$ cat src/common/spc_pkg.sv
package spc_pkg;
    // ==========================================================
    // timing
    localparam int unsigned CLK_PERIOD_NS = 10;
    // two-flop depth on every pin-side input
    localparam int unsigned SYNC_STAGES = 2;
    // width of the rtc prescale select field
    localparam int unsigned RTC_PS_W = 4;
    localparam logic [3:0] RTC_PS_OFF = 4'h0;
    // pin latch width default
    localparam int unsigned PIN_W_DEF = 8;

    // ==========================================================
    // power modes
    typedef enum logic [1:0] {
        SPC_RUN,
        SPC_STOP3,
        SPC_STOP2,
        SPC_BDM
    } spc_mode_t;
endpackage : spc_pkg

$ cat src/hdl/spc_stop_ctrl.sv
`timescale 1ns/10ps
// Behaviour
// - debug keepalive set at stop entry keeps debug logic clocked during stop
// - debug keepalive at entry keeps regulator in full regulation
// - deep stop request with debug keepalive set enters shallow stop instead
// - status memory commands while stopped get an error, no memory access
// - background command during stop wakes into background mode when enabled
// - in background mode every debug command is accepted
// - deep stop powers off all but ram and a kept rtc, and latches pin controls
// - deep stop exits on reset pin or external wake pin
// - external wake pin is active-low wake input during deep stop
// - rtc interrupt, when enabled, wakes from deep stop
// - deep stop wake acts as power-on reset, low trip lvd, reset vector
// - deep stop wake sets partial powerdown flag
// - flag and pin latches hold until acknowledge written as 1
// - on acknowledge pins follow current port or peripheral configuration
// - every stop mode halts peripheral clocks, even with debug kept alive
// - deep stop switches modules except a kept rtc and regulator off; shallow stop holds standby
// - rtc runs in stop only if prescale select was nonzero at entry
// - adc runs in shallow stop only with async clock and lvd enabled
// - comparator on bandgap runs in shallow stop only with lvd enabled
// - usb stays on in shallow stop only with module and transceiver enables
// - ref clock needs enable and stop enable; crystal also lvd if high range
// - stop without stop enable resets; else debug or lvd pick shallow stop
// - lvd enabled for stop keeps regulator active and forces shallow stop
module spc_stop_ctrl #(
    parameter int unsigned PIN_W = spc_pkg::PIN_W_DEF
) (
    // clock and reset
    input wire logic clk_sys_in,
    input wire logic rstn_in,
    // cpu stop request and configuration
    input wire logic stop_exec_in,
    input wire logic stop_instruction_enable_in,
    input wire logic debug_keepalive_enable_in,
    input wire logic low_voltage_detect_enable_in,
    input wire logic low_voltage_stop_enable_in,
    input wire logic partial_powerdown_select_in,
    input wire logic partial_powerdown_acknowledge_in,
    // peripheral configuration seen at stop entry; rtc irq enable and interrupts are read live during stop
    input wire logic [spc_pkg::RTC_PS_W-1:0] rtc_prescale_select_in,
    input wire logic rtc_irq_enable_in,
    input wire logic rtc_irq_in,
    input wire logic adc_async_clock_enable_in,
    input wire logic comparator_bandgap_select_in,
    input wire logic usb_module_enable_in,
    input wire logic usb_transceiver_enable_in,
    input wire logic internal_ref_clock_enable_in,
    input wire logic internal_ref_stop_enable_in,
    input wire logic external_ref_clock_enable_in,
    input wire logic external_ref_stop_enable_in,
    input wire logic crystal_high_range_in,
    input wire logic other_irq_in,
    // pins from outside
    input wire logic reset_pin_n_in,
    input wire logic external_wake_pin_n_in,
    // debug host
    input wire logic dbg_background_cmd_in,
    input wire logic dbg_status_mem_cmd_in,
    input wire logic dbg_go_cmd_in,
    // pin control from ports and peripherals
    input wire logic [PIN_W-1:0] pin_ctrl_in,
    // mode and power outputs
    output logic [1:0] mode_out,
    output logic illegal_opcode_reset_out,
    output logic por_reset_out,
    output logic lvd_low_trip_out,
    output logic fetch_reset_vector_out,
    output logic partial_powerdown_flag_out,
    output logic [PIN_W-1:0] pin_ctrl_out,
    output logic periph_clk_en_out,
    output logic debug_clk_en_out,
    output logic regulator_full_out,
    output logic core_power_on_out,
    output logic rtc_run_out,
    output logic adc_run_out,
    output logic comparator_run_out,
    output logic usb_run_out,
    output logic internal_ref_run_out,
    output logic crystal_run_out,
    // debug answers
    output logic dbg_status_error_out,
    output logic dbg_full_cmds_out
);

    typedef struct packed {
        spc_pkg::spc_mode_t mode;
        logic dbg_keep;
        logic lvd_stop;
        logic rtc_keep;
        logic adc_keep;
        logic cmp_keep;
        logic usb_keep;
        logic irc_keep;
        logic crystal_oscillator_keep;
        logic ppd_flag;
        logic latched;
        logic [PIN_W-1:0] pins;
        logic ill_rst;
        logic por_rst;
        logic dbg_err;
        logic rst_s1;
        logic rst_s2;
        logic wake_s1;
        logic wake_s2;
    } spc_state_t;

    spc_state_t st_q;
    spc_state_t st_d;

    // ==========================================================
    // stop mode selection
    logic lvd_in_stop;
    logic stop_to_deep;
    logic deep_wake;
    logic shallow_wake;

    assign lvd_in_stop = low_voltage_detect_enable_in & low_voltage_stop_enable_in;
    // debug or lvd in stop override a deep request
    assign stop_to_deep = partial_powerdown_select_in & ~debug_keepalive_enable_in
        & ~lvd_in_stop;
    // only synchronised pin copies are looked at
    assign deep_wake = ~st_q.rst_s2 | ~st_q.wake_s2
        | (rtc_irq_enable_in & rtc_irq_in & st_q.rtc_keep);
    assign shallow_wake = ~st_q.rst_s2 | other_irq_in | rtc_irq_in;

    // ==========================================================
    // next state
    always_comb begin
        st_d = st_q;
        st_d.rst_s1 = reset_pin_n_in;
        st_d.rst_s2 = st_q.rst_s1;
        st_d.wake_s1 = external_wake_pin_n_in;
        st_d.wake_s2 = st_q.wake_s1;
        st_d.ill_rst = 1'b0;
        st_d.por_rst = 1'b0;
        st_d.dbg_err = 1'b0;
        // hold the pin image until software acknowledges
        if (!st_q.latched) begin
            st_d.pins = pin_ctrl_in;
        end
        if (st_q.latched && st_q.mode != spc_pkg::SPC_STOP2
                && partial_powerdown_acknowledge_in) begin
            st_d.latched = 1'b0;
            st_d.ppd_flag = 1'b0;
        end
        unique case (st_q.mode)
            spc_pkg::SPC_RUN: begin
                if (stop_exec_in && !stop_instruction_enable_in) begin
                    st_d.ill_rst = 1'b1;
                end else if (stop_exec_in) begin
                    // snapshot the configuration that governs stop
                    st_d.dbg_keep = debug_keepalive_enable_in;
                    st_d.lvd_stop = lvd_in_stop;
                    st_d.rtc_keep = rtc_prescale_select_in != spc_pkg::RTC_PS_OFF;
                    st_d.adc_keep = adc_async_clock_enable_in & lvd_in_stop;
                    st_d.cmp_keep = ~comparator_bandgap_select_in | lvd_in_stop;
                    st_d.usb_keep = usb_module_enable_in & usb_transceiver_enable_in;
                    st_d.irc_keep = internal_ref_clock_enable_in
                        & internal_ref_stop_enable_in;
                    st_d.crystal_oscillator_keep = external_ref_clock_enable_in & external_ref_stop_enable_in
                        & (~crystal_high_range_in | lvd_in_stop);
                    if (stop_to_deep) begin
                        st_d.mode = spc_pkg::SPC_STOP2;
                        st_d.latched = 1'b1;
                        st_d.pins = st_q.pins;
                    end else begin
                        st_d.mode = spc_pkg::SPC_STOP3;
                    end
                end
            end
            spc_pkg::SPC_STOP3: begin
                if (dbg_background_cmd_in && st_q.dbg_keep) begin
                    st_d.mode = spc_pkg::SPC_BDM;
                end else if (shallow_wake) begin
                    st_d.mode = spc_pkg::SPC_RUN;
                end
                st_d.dbg_err = dbg_status_mem_cmd_in;
            end
            spc_pkg::SPC_STOP2: begin
                st_d.dbg_err = dbg_status_mem_cmd_in;
                if (deep_wake) begin
                    // wake as from power-on: debug keepalive and lvd stop snapshots cleared, flag raised
                    st_d.mode = spc_pkg::SPC_RUN;
                    st_d.por_rst = 1'b1;
                    st_d.ppd_flag = 1'b1;
                    st_d.dbg_keep = 1'b0;
                    st_d.lvd_stop = 1'b0;
                end
            end
            spc_pkg::SPC_BDM: begin
                if (dbg_go_cmd_in) begin
                    st_d.mode = spc_pkg::SPC_RUN;
                end
            end
        endcase
    end

    always_ff @(posedge clk_sys_in) begin
        if (!rstn_in) begin
            st_q <= '0;
            st_q.mode <= spc_pkg::SPC_RUN;
            st_q.rst_s1 <= 1'b1;
            st_q.rst_s2 <= 1'b1;
            st_q.wake_s1 <= 1'b1;
            st_q.wake_s2 <= 1'b1;
        end else begin
            st_q <= st_d;
        end
    end

    // ==========================================================
    // outputs
    logic stopped;
    logic deep;
    assign stopped = (st_q.mode == spc_pkg::SPC_STOP3) || (st_q.mode == spc_pkg::SPC_STOP2);
    assign deep = st_q.mode == spc_pkg::SPC_STOP2;

    assign mode_out = st_q.mode;
    assign illegal_opcode_reset_out = st_q.ill_rst;
    assign por_reset_out = st_q.por_rst;
    assign lvd_low_trip_out = st_q.por_rst;
    assign fetch_reset_vector_out = st_q.por_rst;
    assign partial_powerdown_flag_out = st_q.ppd_flag;
    assign pin_ctrl_out = st_q.pins;
    assign periph_clk_en_out = ~stopped;
    assign debug_clk_en_out = ~stopped | st_q.dbg_keep;
    // regulator stays full with debug alive or lvd armed in stop
    assign regulator_full_out = ~stopped | st_q.dbg_keep | st_q.lvd_stop;
    assign core_power_on_out = ~deep;
    assign rtc_run_out = ~stopped | st_q.rtc_keep;
    assign adc_run_out = ~stopped | (~deep & st_q.adc_keep);
    assign comparator_run_out = ~stopped | (~deep & st_q.cmp_keep);
    assign usb_run_out = ~stopped | (~deep & st_q.usb_keep);
    assign internal_ref_run_out = ~stopped | (~deep & st_q.irc_keep);
    assign crystal_run_out = ~stopped | (~deep & st_q.crystal_oscillator_keep);
    assign dbg_status_error_out = st_q.dbg_err;
    assign dbg_full_cmds_out = st_q.mode == spc_pkg::SPC_BDM;

    // ==========================================================
    // checks
    deep_needs_nodbg_a: assert property (@(posedge clk_sys_in) disable iff (!rstn_in)
        (st_q.mode == spc_pkg::SPC_RUN && stop_exec_in && stop_instruction_enable_in
        && debug_keepalive_enable_in) |=> st_q.mode == spc_pkg::SPC_STOP3)
        else $error("debug enabled stop did not select shallow stop");
    bad_stop_reset_a: assert property (@(posedge clk_sys_in) disable iff (!rstn_in)
        (st_q.mode == spc_pkg::SPC_RUN && stop_exec_in && !stop_instruction_enable_in)
        |=> illegal_opcode_reset_out && mode_out == spc_pkg::SPC_RUN)
        else $error("disabled stop missed illegal opcode reset");
    dbg_clock_kept_a: assert property (@(posedge clk_sys_in) disable iff (!rstn_in)
        (stopped && st_q.dbg_keep) |-> debug_clk_en_out && regulator_full_out
        && !periph_clk_en_out)
        else $error("debug clock or regulator wrong in stop");
    stop_status_err_a: assert property (@(posedge clk_sys_in) disable iff (!rstn_in)
        (stopped && dbg_status_mem_cmd_in) |=> dbg_status_error_out)
        else $error("status command in stop gave no error");
    bg_wake_a: assert property (@(posedge clk_sys_in) disable iff (!rstn_in)
        (st_q.mode == spc_pkg::SPC_STOP3 && st_q.dbg_keep && dbg_background_cmd_in)
        |=> dbg_full_cmds_out)
        else $error("background command did not enter background mode");
    pins_held_a: assert property (@(posedge clk_sys_in) disable iff (!rstn_in)
        deep |=> $stable(pin_ctrl_out))
        else $error("pin image moved in deep stop");
    wake_pin_exit_a: assert property (@(posedge clk_sys_in) disable iff (!rstn_in)
        (deep && !st_q.wake_s2) |=> por_reset_out && partial_powerdown_flag_out
        && mode_out == spc_pkg::SPC_RUN)
        else $error("wake pin did not leave deep stop as power on");
    flag_until_ack_a: assert property (@(posedge clk_sys_in) disable iff (!rstn_in)
        (partial_powerdown_flag_out && !partial_powerdown_acknowledge_in)
        |=> partial_powerdown_flag_out)
        else $error("powerdown flag cleared without acknowledge");
    rtc_off_a: assert property (@(posedge clk_sys_in) disable iff (!rstn_in)
        (st_q.mode == spc_pkg::SPC_RUN && stop_exec_in && stop_instruction_enable_in
        && rtc_prescale_select_in == spc_pkg::RTC_PS_OFF) |=> !rtc_run_out)
        else $error("rtc kept running with zero prescale");
    lvd_forces_shallow_a: assert property (@(posedge clk_sys_in) disable iff (!rstn_in)
        (st_q.mode == spc_pkg::SPC_RUN && stop_exec_in && stop_instruction_enable_in
        && lvd_in_stop) |=> mode_out == spc_pkg::SPC_STOP3 && regulator_full_out)
        else $error("lvd in stop did not force shallow stop");

endmodule : spc_stop_ctrl

$ cat config.mk
export PLATFORM = sky130hd
export DESIGN_NAME = spc_stop_ctrl
export DESIGN_NICKNAME = d
export VERILOG_FILES = /design/src/common/spc_pkg.sv /design/src/hdl/spc_stop_ctrl.sv
export SDC_FILE = /design/constraint.sdc
export NUM_CORES = 1
export LEC_CHECK = 0
export ABC_CLOCK_PERIOD_IN_PS = 2680
export BUFFER_PORTS_ARGS = -buffer_cell sky130_fd_sc_hd__buf_4
export CORE_ASPECT_RATIO = 2
export CORE_MARGIN = 2
export CORE_UTILIZATION = 48
export CTS_CLUSTER_SIZE = 10
export DETAILED_ROUTE_END_ITERATION = 7
export PLACE_DENSITY = 0.88
export RECOVER_POWER = 25
export REMOVE_ABC_BUFFERS = 1
export SKIP_CTS_REPAIR_TIMING = 1
export SLEW_MARGIN = 10
export SYNTH_ARGS = -nofsm -noshare
export SYNTH_HDL_FRONTEND = slang
export SYNTH_SLANG_ARGS = --single-unit
$ cat constraint.sdc
create_clock -name clk_sys_in -period 2.68 [get_ports clk_sys_in]
set_input_delay 0.536 -clock clk_sys_in [delete_from_list [all_inputs] [get_ports clk_sys_in]]
set_output_delay 0.536 -clock clk_sys_in [all_outputs]
set_load 0.05 [all_outputs]
==> Implementation_results.wiki, run 1 <==
{| class="wikitable"
! Metric !! Value
|-
| Outcome || completed
|-
| Fraction of the yosys area taken by sequential cells || a little over two fifths
|-
| Cell chain of the critical path || inv_1 > ha_1 > nand2b_1 > or2_2 > buf_4
|-
| Total length of routed met3 wires || ~170 um
|-
| Half-perimeter wire length after placement || between 2 and 2.5 mm
|-
| Worst Reg-to-Reg Cells || 6
|-
| Total number of nets in the final design || around 230
|-
| Final setup skew || between 0.003 and 0.004 ns
|-
| Worst-case setup margin in the final layout || 0.433 ns
|-
| Wire length reported by the detailed router || between 3 and 4 mm
|-
| Highest layer used for signal routing || met4
|-
| Fillcell total || 220
|-
| Worst slack at placement || 0.735 ns
|-
| Die height || 76.7 um
|-
| Area of the mapped netlist || roughly 1300 um^2
|-
| Buffer levels on the longest clock path || 2
|-
| Number of design-rule violations left by the first detailed-router iteration || 22
|-
| Setup repair after global routing missed its margin || false
|-
| Tightest Pin Transition || 0.594 ns
|-
| Endpoint arrival time on the critical path || between 1.5 and 2 ns
|-
| Count of unique library cells instantiated by Yosys || 34
|-
| Classification of the worst setup path || reg -> out
|-
| Cells on Worst Hold Path || 1
|-
| Number of failing setup endpoints in the final timing report || 0
|-
| Area growth from synthesis to layout || 34.1%
|-
| Fraction of the cycle the final worst path needs || a little over four fifths
|-
| Residual DRC || 0
|-
| Met2 wire length || around 1.7 mm
|-
| Pin count of the biggest net entering global routing || 19
|-
| Areal power density over the cells || 494 nW/um^2
|-
| Worst hold-check path type || reg -> reg
|-
| Leakage power || roughly 0.8 nW
|-
| Cell count after synthesis || around 140
|-
| Sequential cell area || 541 um^2
|-
| Core footprint || 2540 um^2
|-
| Min Tclk post-route || approximately 2.2 ns
|-
| Antenna violations before repair || 0
|-
| Cell at the root of the clock tree || clkbuf_8
|-
| First-pass GRT wire length || around 4.9 mm
|-
| Number of max-cap violations || 0
|-
| Kind of end point of the critical path || output port
|-
| Area of combinational cells with multiple inputs || just under 600 um^2
|-
| DIE WIDTH || about 40 um
|-
| Total GRT Usage || 21.3%
|-
| Core utilization of the finished layout || between 60% and 70%
|-
| Count of vias placed by the detailed router || 1189
|-
| Detail-routed via count per cell || 5.50
|-
| Standard cell with the maximum stage delay on the critical path || dfxtp_1
|-
| Seq cells post-synth || 27
|-
| Final estimated routing congestion in global placement || slightly below 0.8
|-
| Final-report max-slew violation count || 0
|-
| Sum of buffers and inverters on the critical path || 2
|-
| Grt ovf || 0
|-
| Number of standard-cell rows in the floorplan || 26
|-
| Count of clock tree sinks || 27
|-
| Most frequently used flop master after synthesis || dfxtp_1
|-
| ANT nets after route || 0
|-
| Clock H-tree levels || 1
|-
| Drt wl/cell || 14.2 um
|-
| Element type at the critical path start || flip-flop
|-
| Boundary pin count || 65
|-
| Fraction of registers with async set/reset || 0%
|-
| Clk pin slew, worst setup/hold paths || ~0.09 ns
|-
| Synthesized area divided by synthesized cell count || about 9.4 um^2
|-
| Detailed-routing wirelength on met1 || 1.09 mm
|-
| Worst Path Max Fanout || 5
|-
| Starting Density || around 50%
|-
| Total clock buffers created by CTS || 3
|-
| Port bufs || 64
|-
| Number of enable-type register cells in the synthesized netlist || 0
|-
| VDD IR-drop max || between 300 and 400 uV
|-
| DIE AREA || 3100 um^2
|-
| Setup tns final || 0 ns
|-
| Maximum clock frequency || 445 MHz
|-
| Cell family with the largest share of critical-path delay || flip-flops
|-
| Required time at the worst-slack endpoint || about 2.1 ns
|-
| Stage delay of the slowest cell on the critical path || roughly 0.44 ns
|-
| Worst path depth || 5
|-
| Initial DRT Pass Iterations || 4
|-
| Number of endpoints with negative hold slack in the final report || 0
|-
| Number of warnings printed during yosys synthesis || 0
|-
| Clock latency on the worst-skew pair || around 0.27 ns
|-
| TritonCTS clock tree || yes
|-
| Proportion of layout cells with a drive suffix above 1 || 35.1%
|-
| Via count of the first global-routing pass || 1203
|-
| Antenna cell count || 0
|-
| Max-slew headroom at the worst pin || between 60% and 70%
|}
metrics by stage:
| step | total power, mW | area, um^2 | hold slack [ns] | instances |
|---|---|---|---|---|
| detailed placement | 0.621 | 1680 | 0.397 | 212 |
| finish | 0.841 | 1700 | 0.412 | 216 |
| global placement | 0.615 | 1680 | 0.392 | 212 |
| CTS | 0.849 | 1720 | 0.419 | 216 |
| floorplan | 0.538 | 1160 | 0.386 | 120 |
| global route | 0.872 | 1700 | 0.428 | 216 |
worst register-to-register path: cells and delay by family (launching register included):
kind | cells | cell delay, ns
flip-flops | 1 | 0.44
AND/OR/NAND/NOR | 2 | 0.38
AO/OA/AOI/OAI | 1 | 0.38
adder cells (fa/ha/maj) | 1 | 0.26
multiplexers | 1 | 0.26
buffers and inverters | 1 | 0.12
where the power goes:
part	internal (mW)	switching, mW
clock	0.105	0.127
sequential	0.418	0.0101
combinational	0.0744	0.106
total	0.598	0.243
logic make-up after synthesis:
family	count (synthesis)	synth area share [%]
simple gates	41	16.6
compound gates	32	18.9
flops	27	42.6
buf+inv	22	10.7
mux	8	6.31
fa+ha+maj	5	4.93
cells in the mapped netlist, types with 2 or more instances:
library cell   n  area share [%]
o21ai_0        3             1.2
dfxtp_1       27              43
nor2_1        11             3.3
a21o_1         6             3.6
buf_4         12             7.1
and3_1         3             1.5
a32o_1         2             1.6
nand3_1        7             2.8
a21oi_1        8             3.2
inv_1          6             1.8
o21a_1         3             1.8
ha_1           5             4.9
clkbuf_1       2            0.59
nand2_1        7             2.1
mux2i_1        8             6.3
a211oi_1       2             1.2
nand2b_1       6             3.0
registers in the layout, indices dropped and copies added, names as in the netlist:
register	cells
st_q	11
pin_ctrl_out	8
mode_out	2
st_d	2
dbg_status_error_out	1
fetch_reset_vector_out	1
illegal_opcode_reset_out	1
partial_powerdown_flag_out	1
routing by layer:
layer / track usage [%] / up-vias
li1: - / 567
met1: 21.3 / 561
met2: 39.0 / 53
met3: 2.02 / 8
met4: 9.67 / 0
met5: 0 / -
cell type report:
type	count	share of cell area (%)
Clock buffer	3	2.43
Clock inverter	1	0.441
Inverter	7	1.54
Multi-Input combinational cell	86	34.9
Sequential cell	27	31.8
Tap cell	28	2.06
Timing Repair Buffer	64	26.9
final timing paths:
kind / startpoint / endpoint / slack (ns)
setup / recovery: mode_out[0]$_SDFFE_PN0P_ / regulator_full_out / 0.43
hold / removal: st_d[2]$_SDFF_PN1_ / st_q[2]$_SDFF_PN1_ / 0.41
setup reg to reg: mode_out[0]$_SDFFE_PN0P_ / pin_ctrl_out[3]$_SDFFE_PN0P_ / 0.73
hold reg to reg: st_d[2]$_SDFF_PN1_ / st_q[2]$_SDFF_PN1_ / 0.41
layout by cell type (no fill, tap or decap), types with 2 or more instances in the layout:
cell and count:
a21oi_1 8, nor2_1 11, a211oi_1 2, o21ai_0 3, ha_1 5, inv_1 6, a21o_1 6, buf_4 58
nand2_1 7, nand3_1 7, mux2i_1 8, nand2b_1 6, and3_1 3, o21a_1 3, dfxtp_1 27, a32o_1 2
clkbuf_1 6, clkbuf_8 3
Note: power is estimated with default switching activity, not from simulation.
==> run 2: changes to the inputs <==
--- a/config.mk
+++ b/config.mk
@@ -5,14 +5,14 @@
 export SDC_FILE = /design/constraint.sdc
 export NUM_CORES = 1
 export LEC_CHECK = 0
-export ABC_CLOCK_PERIOD_IN_PS = 2680
+export ABC_CLOCK_PERIOD_IN_PS = 2230
 export BUFFER_PORTS_ARGS = -buffer_cell sky130_fd_sc_hd__buf_4
 export CORE_ASPECT_RATIO = 2
 export CORE_MARGIN = 2
-export CORE_UTILIZATION = 48
+export CORE_UTILIZATION = 44
 export CTS_CLUSTER_SIZE = 10
 export DETAILED_ROUTE_END_ITERATION = 7
-export PLACE_DENSITY = 0.88
+export PLACE_DENSITY = 0.82
 export RECOVER_POWER = 25
 export REMOVE_ABC_BUFFERS = 1
 export SKIP_CTS_REPAIR_TIMING = 1
==> constraint.sdc (replaced) <==
create_clock -name clk_sys_in -period 2.23 [get_ports clk_sys_in]
set_input_delay 0.446 -clock clk_sys_in [delete_from_list [all_inputs] [get_ports clk_sys_in]]
set_output_delay 0.446 -clock clk_sys_in [all_outputs]
set_load 0.05 [all_outputs]
==> run 2 against run 1 <==
Net effect: setup slack got worse by 0.30 ns; non-clock buffer count unchanged; sequential share of layout area about the same; clock skew increased by 0.0053 ns; critical path type unchanged; largest cell class unchanged; highest routed layer unchanged.
==> Implementation_results.wiki, run 2 (synthesis results as in run 1) <==
{| class="wikitable"
! Metric !! Value
|-
| Outcome || completed
|-
| Total clock buffers created by CTS || 3
|-
| DIE WIDTH || ~42 um
|-
| Min-Delay Startpoint || comparator_bandgap_select_in
|-
| Starting Density || a little under half
|-
| Via count of the first global-routing pass || approximately 1200
|-
| Total number of nets in the final design || 232
|-
| Die height || ~80 um
|-
| Worst hold-check path type || in -> reg
|-
| Top register by number of flip-flops || st_q
|-
| Tightest Pin Transition || just under 0.6 ns
|-
| Clk pin slew, worst setup/hold paths || 0.10 ns
|-
| Number of max-cap violations || 0
|-
| Worst Hold Path EP || st_q[20]$_SDFFE_PN0P_
|-
| Maximum clock frequency || approximately 480 MHz
|-
| Setup repair after global routing missed its margin || false
|-
| Launch instance of the worst register-to-register path || mode_out[0]$_SDFFE_PN0P_
|-
| Top library cells by usage in the layout, fill and taps aside || buf_4, dfxtp_1, nor2_1, a21oi_1, mux2i_1
|-
| Core footprint || approximately 2700 um^2
|-
| Count of clock tree sinks || 27
|-
| Detail-routed via count per cell || around 5.4
|-
| Areal power density over the cells || 592 nW/um^2
|-
| Number of standard-cell rows in the floorplan || 27
|-
| Clock H-tree levels || 1
|-
| Grt ovf || 0
|-
| Count of vias placed by the detailed router || between 1000 and 1500
|-
| Number of design-rule violations left by the first detailed-router iteration || 26
|-
| Final-report max-slew violation count || 0
|-
| Standard cell with the maximum stage delay on the critical path || dfxtp_2
|-
| Pin count of the biggest net entering global routing || 19
|-
| Final setup skew || between 0.008 and 0.009 ns
|-
| Fraction of the cycle the final worst path needs || between 90 and 100%
|-
| First-pass GRT wire length || about 5.0 mm
|-
| Number of standard cells in the layout, taps in and fillers out || around 220
|-
| Endpoint arrival time on the critical path || 1.65 ns
|-
| Drt wl/cell || approximately 14 um
|-
| Cell chain of the critical path || inv_1 > ha_1 > nand2b_1 > or2_2 > buf_4
|-
| Area growth from synthesis to layout || 34.7%
|-
| Flip-flop count of the largest register after layout || 11
|-
| Worst Reg-to-Reg Cells || 6
|-
| Residual DRC || 0
|-
| Cell at the root of the clock tree || clkbuf_8
|-
| Number of endpoints with negative hold slack in the final report || 0
|-
| Classification of the worst setup path || reg -> out
|-
| Core utilization of the finished layout || a little over three fifths
|-
| Antenna violations before repair || 0
|-
| Leakage power || 0.809 nW
|-
| Element type at the critical path start || flip-flop
|-
| Worst reg2reg setup slack || slightly above 0.4 ns
|-
| Port bufs || 64
|-
| Initial DRT Pass Iterations || 4
|-
| Half-perimeter wire length after placement || about 2.4 mm
|-
| Wire length reported by the detailed router || between 3 and 4 mm
|-
| Final estimated routing congestion in global placement || approximately 0.75
|-
| Required time at the worst-slack endpoint || between 1.5 and 2 ns
|-
| Kind of end point of the critical path || output port
|-
| Antenna cell count || 0
|-
| Number of failing setup endpoints in the final timing report || 0
|-
| Worst Path Max Fanout || 5
|-
| Stage delay of the slowest cell on the critical path || 0.38 ns
|-
| Cells on Worst Hold Path || 2
|-
| Number of cells in the design after placement || about 210
|-
| End of the worst register-to-register path || pin_ctrl_out[1]$_SDFFE_PN0P_
|-
| Boundary pin count || 65
|-
| Min Tclk post-route || about 2.1 ns
|-
| VDD IR-drop max || 465 uV
|-
| Most common library cell in the layout ignoring fill and taps || buf_4
|-
| Max-slew headroom at the worst pin || about three fifths
|-
| TritonCTS clock tree || yes
|-
| ANT nets after route || 0
|-
| Clock latency on the worst-skew pair || ~0.27 ns
|-
| Total GRT Usage || around a fifth
|-
| Buffer levels on the longest clock path || 2
|-
| Proportion of layout cells with a drive suffix above 1 || 36.7%
|-
| DIE AREA || ~3400 um^2
|}
==> run 2: cell count changes in the layout (fill, tap and decap cells not counted), sizes merged <==
cell	delta
buf	-1
clkbuf	+1
==> run 2: power breakdown <==
group / internal (mW) / switching [mW]
Combinational: 0.0900 / 0.126
Clock: 0.127 / 0.154
Sequential: 0.503 / 0.0123
==> run 2: cell type report <==
| type | count | area [um^2] |
|---|---|---|
| Clock buffer | 3 | 41.3 |
| Fill cell | 247 | 1030 |
| Clock inverter | 1 | 7.51 |
| Timing Repair Buffer | 64 | 462 |
| Tap cell | 29 | 36.3 |
| Sequential cell | 27 | 543 |
| Multi-Input combinational cell | 86 | 593 |
| Inverter | 7 | 26.3 |
==> run 2: layer usage <==
metal  share of wire, %  global-route usage (%)  vias up
met3                5.8                    4.75        4
met4                1.7                    8.39        0
li1                   -                       -      567
met2                 58                    36.6       47
met1                 35                    18.4      553
met5                  0                       0        -
==> run 2: how the worst max path moves through the flow <==
stage | endpoint | slack (ns) | cells after the start | start
CTS | regulator_full_out | 0.06 | 5 | mode_out[0]$_SDFFE_PN0P_
global placement | regulator_full_out | 0.41 | 5 | mode_out[1]$_SDFFE_PN0P_
detailed placement | pin_ctrl_out[5]$_SDFFE_PN0P_ | 0.35 | 6 | mode_out[0]$_SDFFE_PN0P_
floorplan | regulator_full_out | -0.23 | 4 | mode_out[0]$_SDFFE_PN0P_
global route | regulator_full_out | 0.03 | 5 | mode_out[1]$_SDFFE_PN0P_
finish | regulator_full_out | 0.14 | 5 | mode_out[0]$_SDFFE_PN0P_
==> run 2: critical path, delay by kind of cell (launching register included) <==
family | cells | cell delay (ns)
and+or+nand+nor | 2 | 0.36
adders and majority gates | 1 | 0.35
DFF | 1 | 0.38
buffers and inverters | 2 | 0.28
==> run 2: metrics by stage <==
| step | area, um^2 | hold slack [ns] | TNS [ns] | total power [mW] | setup WS (ns) |
|---|---|---|---|---|---|
| 2_1_floorplan | 1160 | 0.386 | -1.25 | 0.647 | -0.233 |
| 3_3_place_gp | 1680 | 0.392 | 0 | 0.740 | 0.411 |
| 3_5_place_dp | 1680 | 0.397 | 0 | 0.746 | 0.352 |
| 4_1_cts | 1730 | 0.353 | 0 | 1.02 | 0.0620 |
| 5_1_grt | 1710 | 0.368 | 0 | 1.06 | 0.0308 |
| 6_report | 1710 | 0.361 | 0 | 1.01 | 0.138 |
==> run 3: changes to the inputs <==
--- a/config.mk
+++ b/config.mk
@@ -12,9 +12,10 @@
 export CORE_UTILIZATION = 44
 export CTS_CLUSTER_SIZE = 10
 export DETAILED_ROUTE_END_ITERATION = 7
-export PLACE_DENSITY = 0.82
+export PLACE_DENSITY = 0.78
 export RECOVER_POWER = 25
 export REMOVE_ABC_BUFFERS = 1
+export SETUP_SLACK_MARGIN = 0.02
 export SKIP_CTS_REPAIR_TIMING = 1
 export SLEW_MARGIN = 10
 export SYNTH_ARGS = -nofsm -noshare
==> run 3 against run 2 <==
Net effect: critical path depth is the same; global-route usage shrank 0.27 points; sequential power is essentially flat; sequential cell count is the same; non-clock buffer count grew 1; final area grew 0.22%; via count shrank 2.7%; critical path type unchanged.
==> Implementation_results.wiki, run 3 (synthesis results as in run 1) <==
{| class="wikitable"
! Metric !! Value
|-
| Outcome || completed
|-
| Top register by number of flip-flops || st_q
|-
| Proportion of layout cells with a drive suffix above 1 || a little over a third
|-
| Stage delay of the slowest cell on the critical path || 0.37 ns
|-
| Setup repair after global routing missed its margin || false
|-
| Areal power density over the cells || about 590 nW/um^2
|-
| Cell family with the largest share of critical-path delay || flip-flops
|-
| Worst Path Max Fanout || 5
|-
| Launch instance of the worst register-to-register path || mode_out[0]$_SDFFE_PN0P_
|-
| Standard cell with the maximum stage delay on the critical path || dfxtp_2
|-
| Cells on Worst Hold Path || 2
|-
| Most common library cell in the layout ignoring fill and taps || buf_4
|-
| Cell chain of the critical path || inv_1 > ha_1 > nand2b_1 > or2_2 > buf_4
|-
| Final estimated routing congestion in global placement || between 0.7 and 0.8
|-
| Final setup skew || ~0.00085 ns
|-
| Number of standard-cell rows in the floorplan || 27
|-
| Antenna cell count || 0
|-
| Flip-flop count of the largest register after layout || 11
|-
| Worst reg2reg setup slack || ~0.43 ns
|-
| Total number of nets in the final design || around 230
|-
| Top library cells by usage in the layout, fill and taps aside || buf_4, dfxtp_1, nor2_1, a21oi_1, mux2i_1
|-
| First-pass GRT wire length || around 5.0 mm
|-
| Tightest Pin Transition || between 0.6 and 0.7 ns
|-
| Maximum clock frequency || approximately 480 MHz
|-
| Required time at the worst-slack endpoint || roughly 1.8 ns
|-
| DIE AREA || around 3400 um^2
|-
| Port bufs || between 60 and 70
|-
| Clock latency on the worst-skew pair || 0.27 ns
|-
| Count of clock tree sinks || 27
|-
| Max-slew headroom at the worst pin || approximately three fifths
|-
| Setup tns final || 0 ns
|-
| Kind of end point of the critical path || output port
|-
| Min Tclk post-route || ~2.1 ns
|-
| Grt ovf || 0
|-
| Total clock buffers created by CTS || 3
|-
| Worst hold-check path type || in -> reg
|-
| Worst Hold Path EP || st_q[20]$_SDFFE_PN0P_
|-
| Final-report max-slew violation count || 0
|-
| Wire length reported by the detailed router || 3.01 mm
|-
| VDD IR-drop max || 568 uV
|-
| Core footprint || 2740 um^2
|-
| Residual DRC || 0
|-
| Clock H-tree levels || 1
|-
| Min-Delay Startpoint || comparator_bandgap_select_in
|-
| Clk pin slew, worst setup/hold paths || approximately 0.09 ns
|-
| Boundary pin count || 65
|-
| DIE WIDTH || approximately 42 um
|-
| Fillcell total || around 260
|-
| Die height || around 80 um
|-
| Sum of buffers and inverters on the critical path || 2
|-
| Worst Reg-to-Reg Cells || 6
|-
| Buffer levels on the longest clock path || 2
|-
| Number of failing setup endpoints in the final timing report || 0
|-
| Starting Density || between 40 and 50%
|-
| Worst slack at placement || ~0.35 ns
|-
| Element type at the critical path start || flip-flop
|-
| Cell at the root of the clock tree || clkbuf_8
|-
| ANT nets after route || 0
|-
| Number of max-cap violations || 0
|-
| Number of endpoints with negative hold slack in the final report || 0
|-
| Classification of the worst setup path || reg -> out
|-
| End of the worst register-to-register path || pin_ctrl_out[3]$_SDFFE_PN0P_
|-
| Endpoint arrival time on the critical path || between 1.5 and 2 ns
|-
| Antenna violations before repair || 0
|-
| Leakage power || between 0.8 and 0.9 nW
|-
| Half-perimeter wire length after placement || roughly 2.4 mm
|-
| Detail-routed via count per cell || around 5.2
|-
| Drt wl/cell || ~14 um
|-
| Total Power || 1.01 mW
|-
| Fraction of the cycle the final worst path needs || around 94%
|-
| TritonCTS clock tree || yes
|-
| Worst-case setup margin in the final layout || roughly 0.13 ns
|-
| Via count of the first global-routing pass || ~1200
|-
| Count of vias placed by the detailed router || between 1000 and 1500
|-
| Number of design-rule violations left by the first detailed-router iteration || 10
|-
| Initial DRT Pass Iterations || 4
|-
| Area growth from synthesis to layout || 35.0%
|-
| Pin count of the biggest net entering global routing || 19
|-
| Total GRT Usage || 18.8%
|}
## run 3: layer usage
| layer | share of wire [%] | wire, um | vias up | global-route usage (%) |
|---|---|---|---|---|
| li1 | - | - | 567 | - |
| met1 | 35 | 1060 | 537 | 20.1 |
| met2 | 58 | 1760 | 33 | 35.8 |
| met3 | 5.4 | 163 | 2 | 2.94 |
| met4 | 0.77 | 23 | 0 | 6.77 |
| met5 | 0 | 0 | - | 0 |
## run 3: report_power, final
part / leakage (nW) / internal, mW / total, mW / switching, mW
clock: 0.0217 / 0.127 / 0.277 / 0.150
sequential: 0.223 / 0.503 / 0.515 / 0.0120
combinational: 0.566 / 0.0900 / 0.215 / 0.125
## run 3: layout make-up
type	count	area (um^2)	area share, %
Clock buffer	3	41.3	2.41
Clock inverter	1	7.51	0.438
Inverter	7	26.3	1.53
Multi-Input combinational cell	86	593	34.6
Sequential cell	27	543	31.7
Tap cell	29	36.3	2.12
Timing Repair Buffer	65	465	27.2
## run 3: how the worst max path moves through the flow
stage                              from                            to  slack (ns)  cells after the start
6_report       mode_out[0]$_SDFFE_PN0P_            regulator_full_out        0.13                      5
5_1_grt        mode_out[0]$_SDFFE_PN0P_            regulator_full_out        0.05                      5
4_1_cts        mode_out[1]$_SDFFE_PN0P_            regulator_full_out        0.06                      5
3_5_place_dp   mode_out[0]$_SDFFE_PN0P_  pin_ctrl_out[3]$_SDFFE_PN0P_        0.35                      6
3_3_place_gp   mode_out[1]$_SDFFE_PN0P_            regulator_full_out        0.40                      5
2_1_floorplan  mode_out[0]$_SDFFE_PN0P_            regulator_full_out       -0.23                      4
## run 3: through the flow
| stage | hold slack (ns) | std cells | cell area (um^2) | util [%] |
|---|---|---|---|---|
| 2_1_floorplan | 0.386 | 120 | 1160 | - |
| 3_3_place_gp | 0.393 | 214 | 1680 | 61.5 |
| 3_5_place_dp | 0.403 | 214 | 1680 | 61.5 |
| 4_1_cts | 0.349 | 218 | 1730 | 63.3 |
| 5_1_grt | 0.346 | 218 | 1710 | 62.6 |
| 6_report | 0.356 | 218 | 1710 | 62.6 |
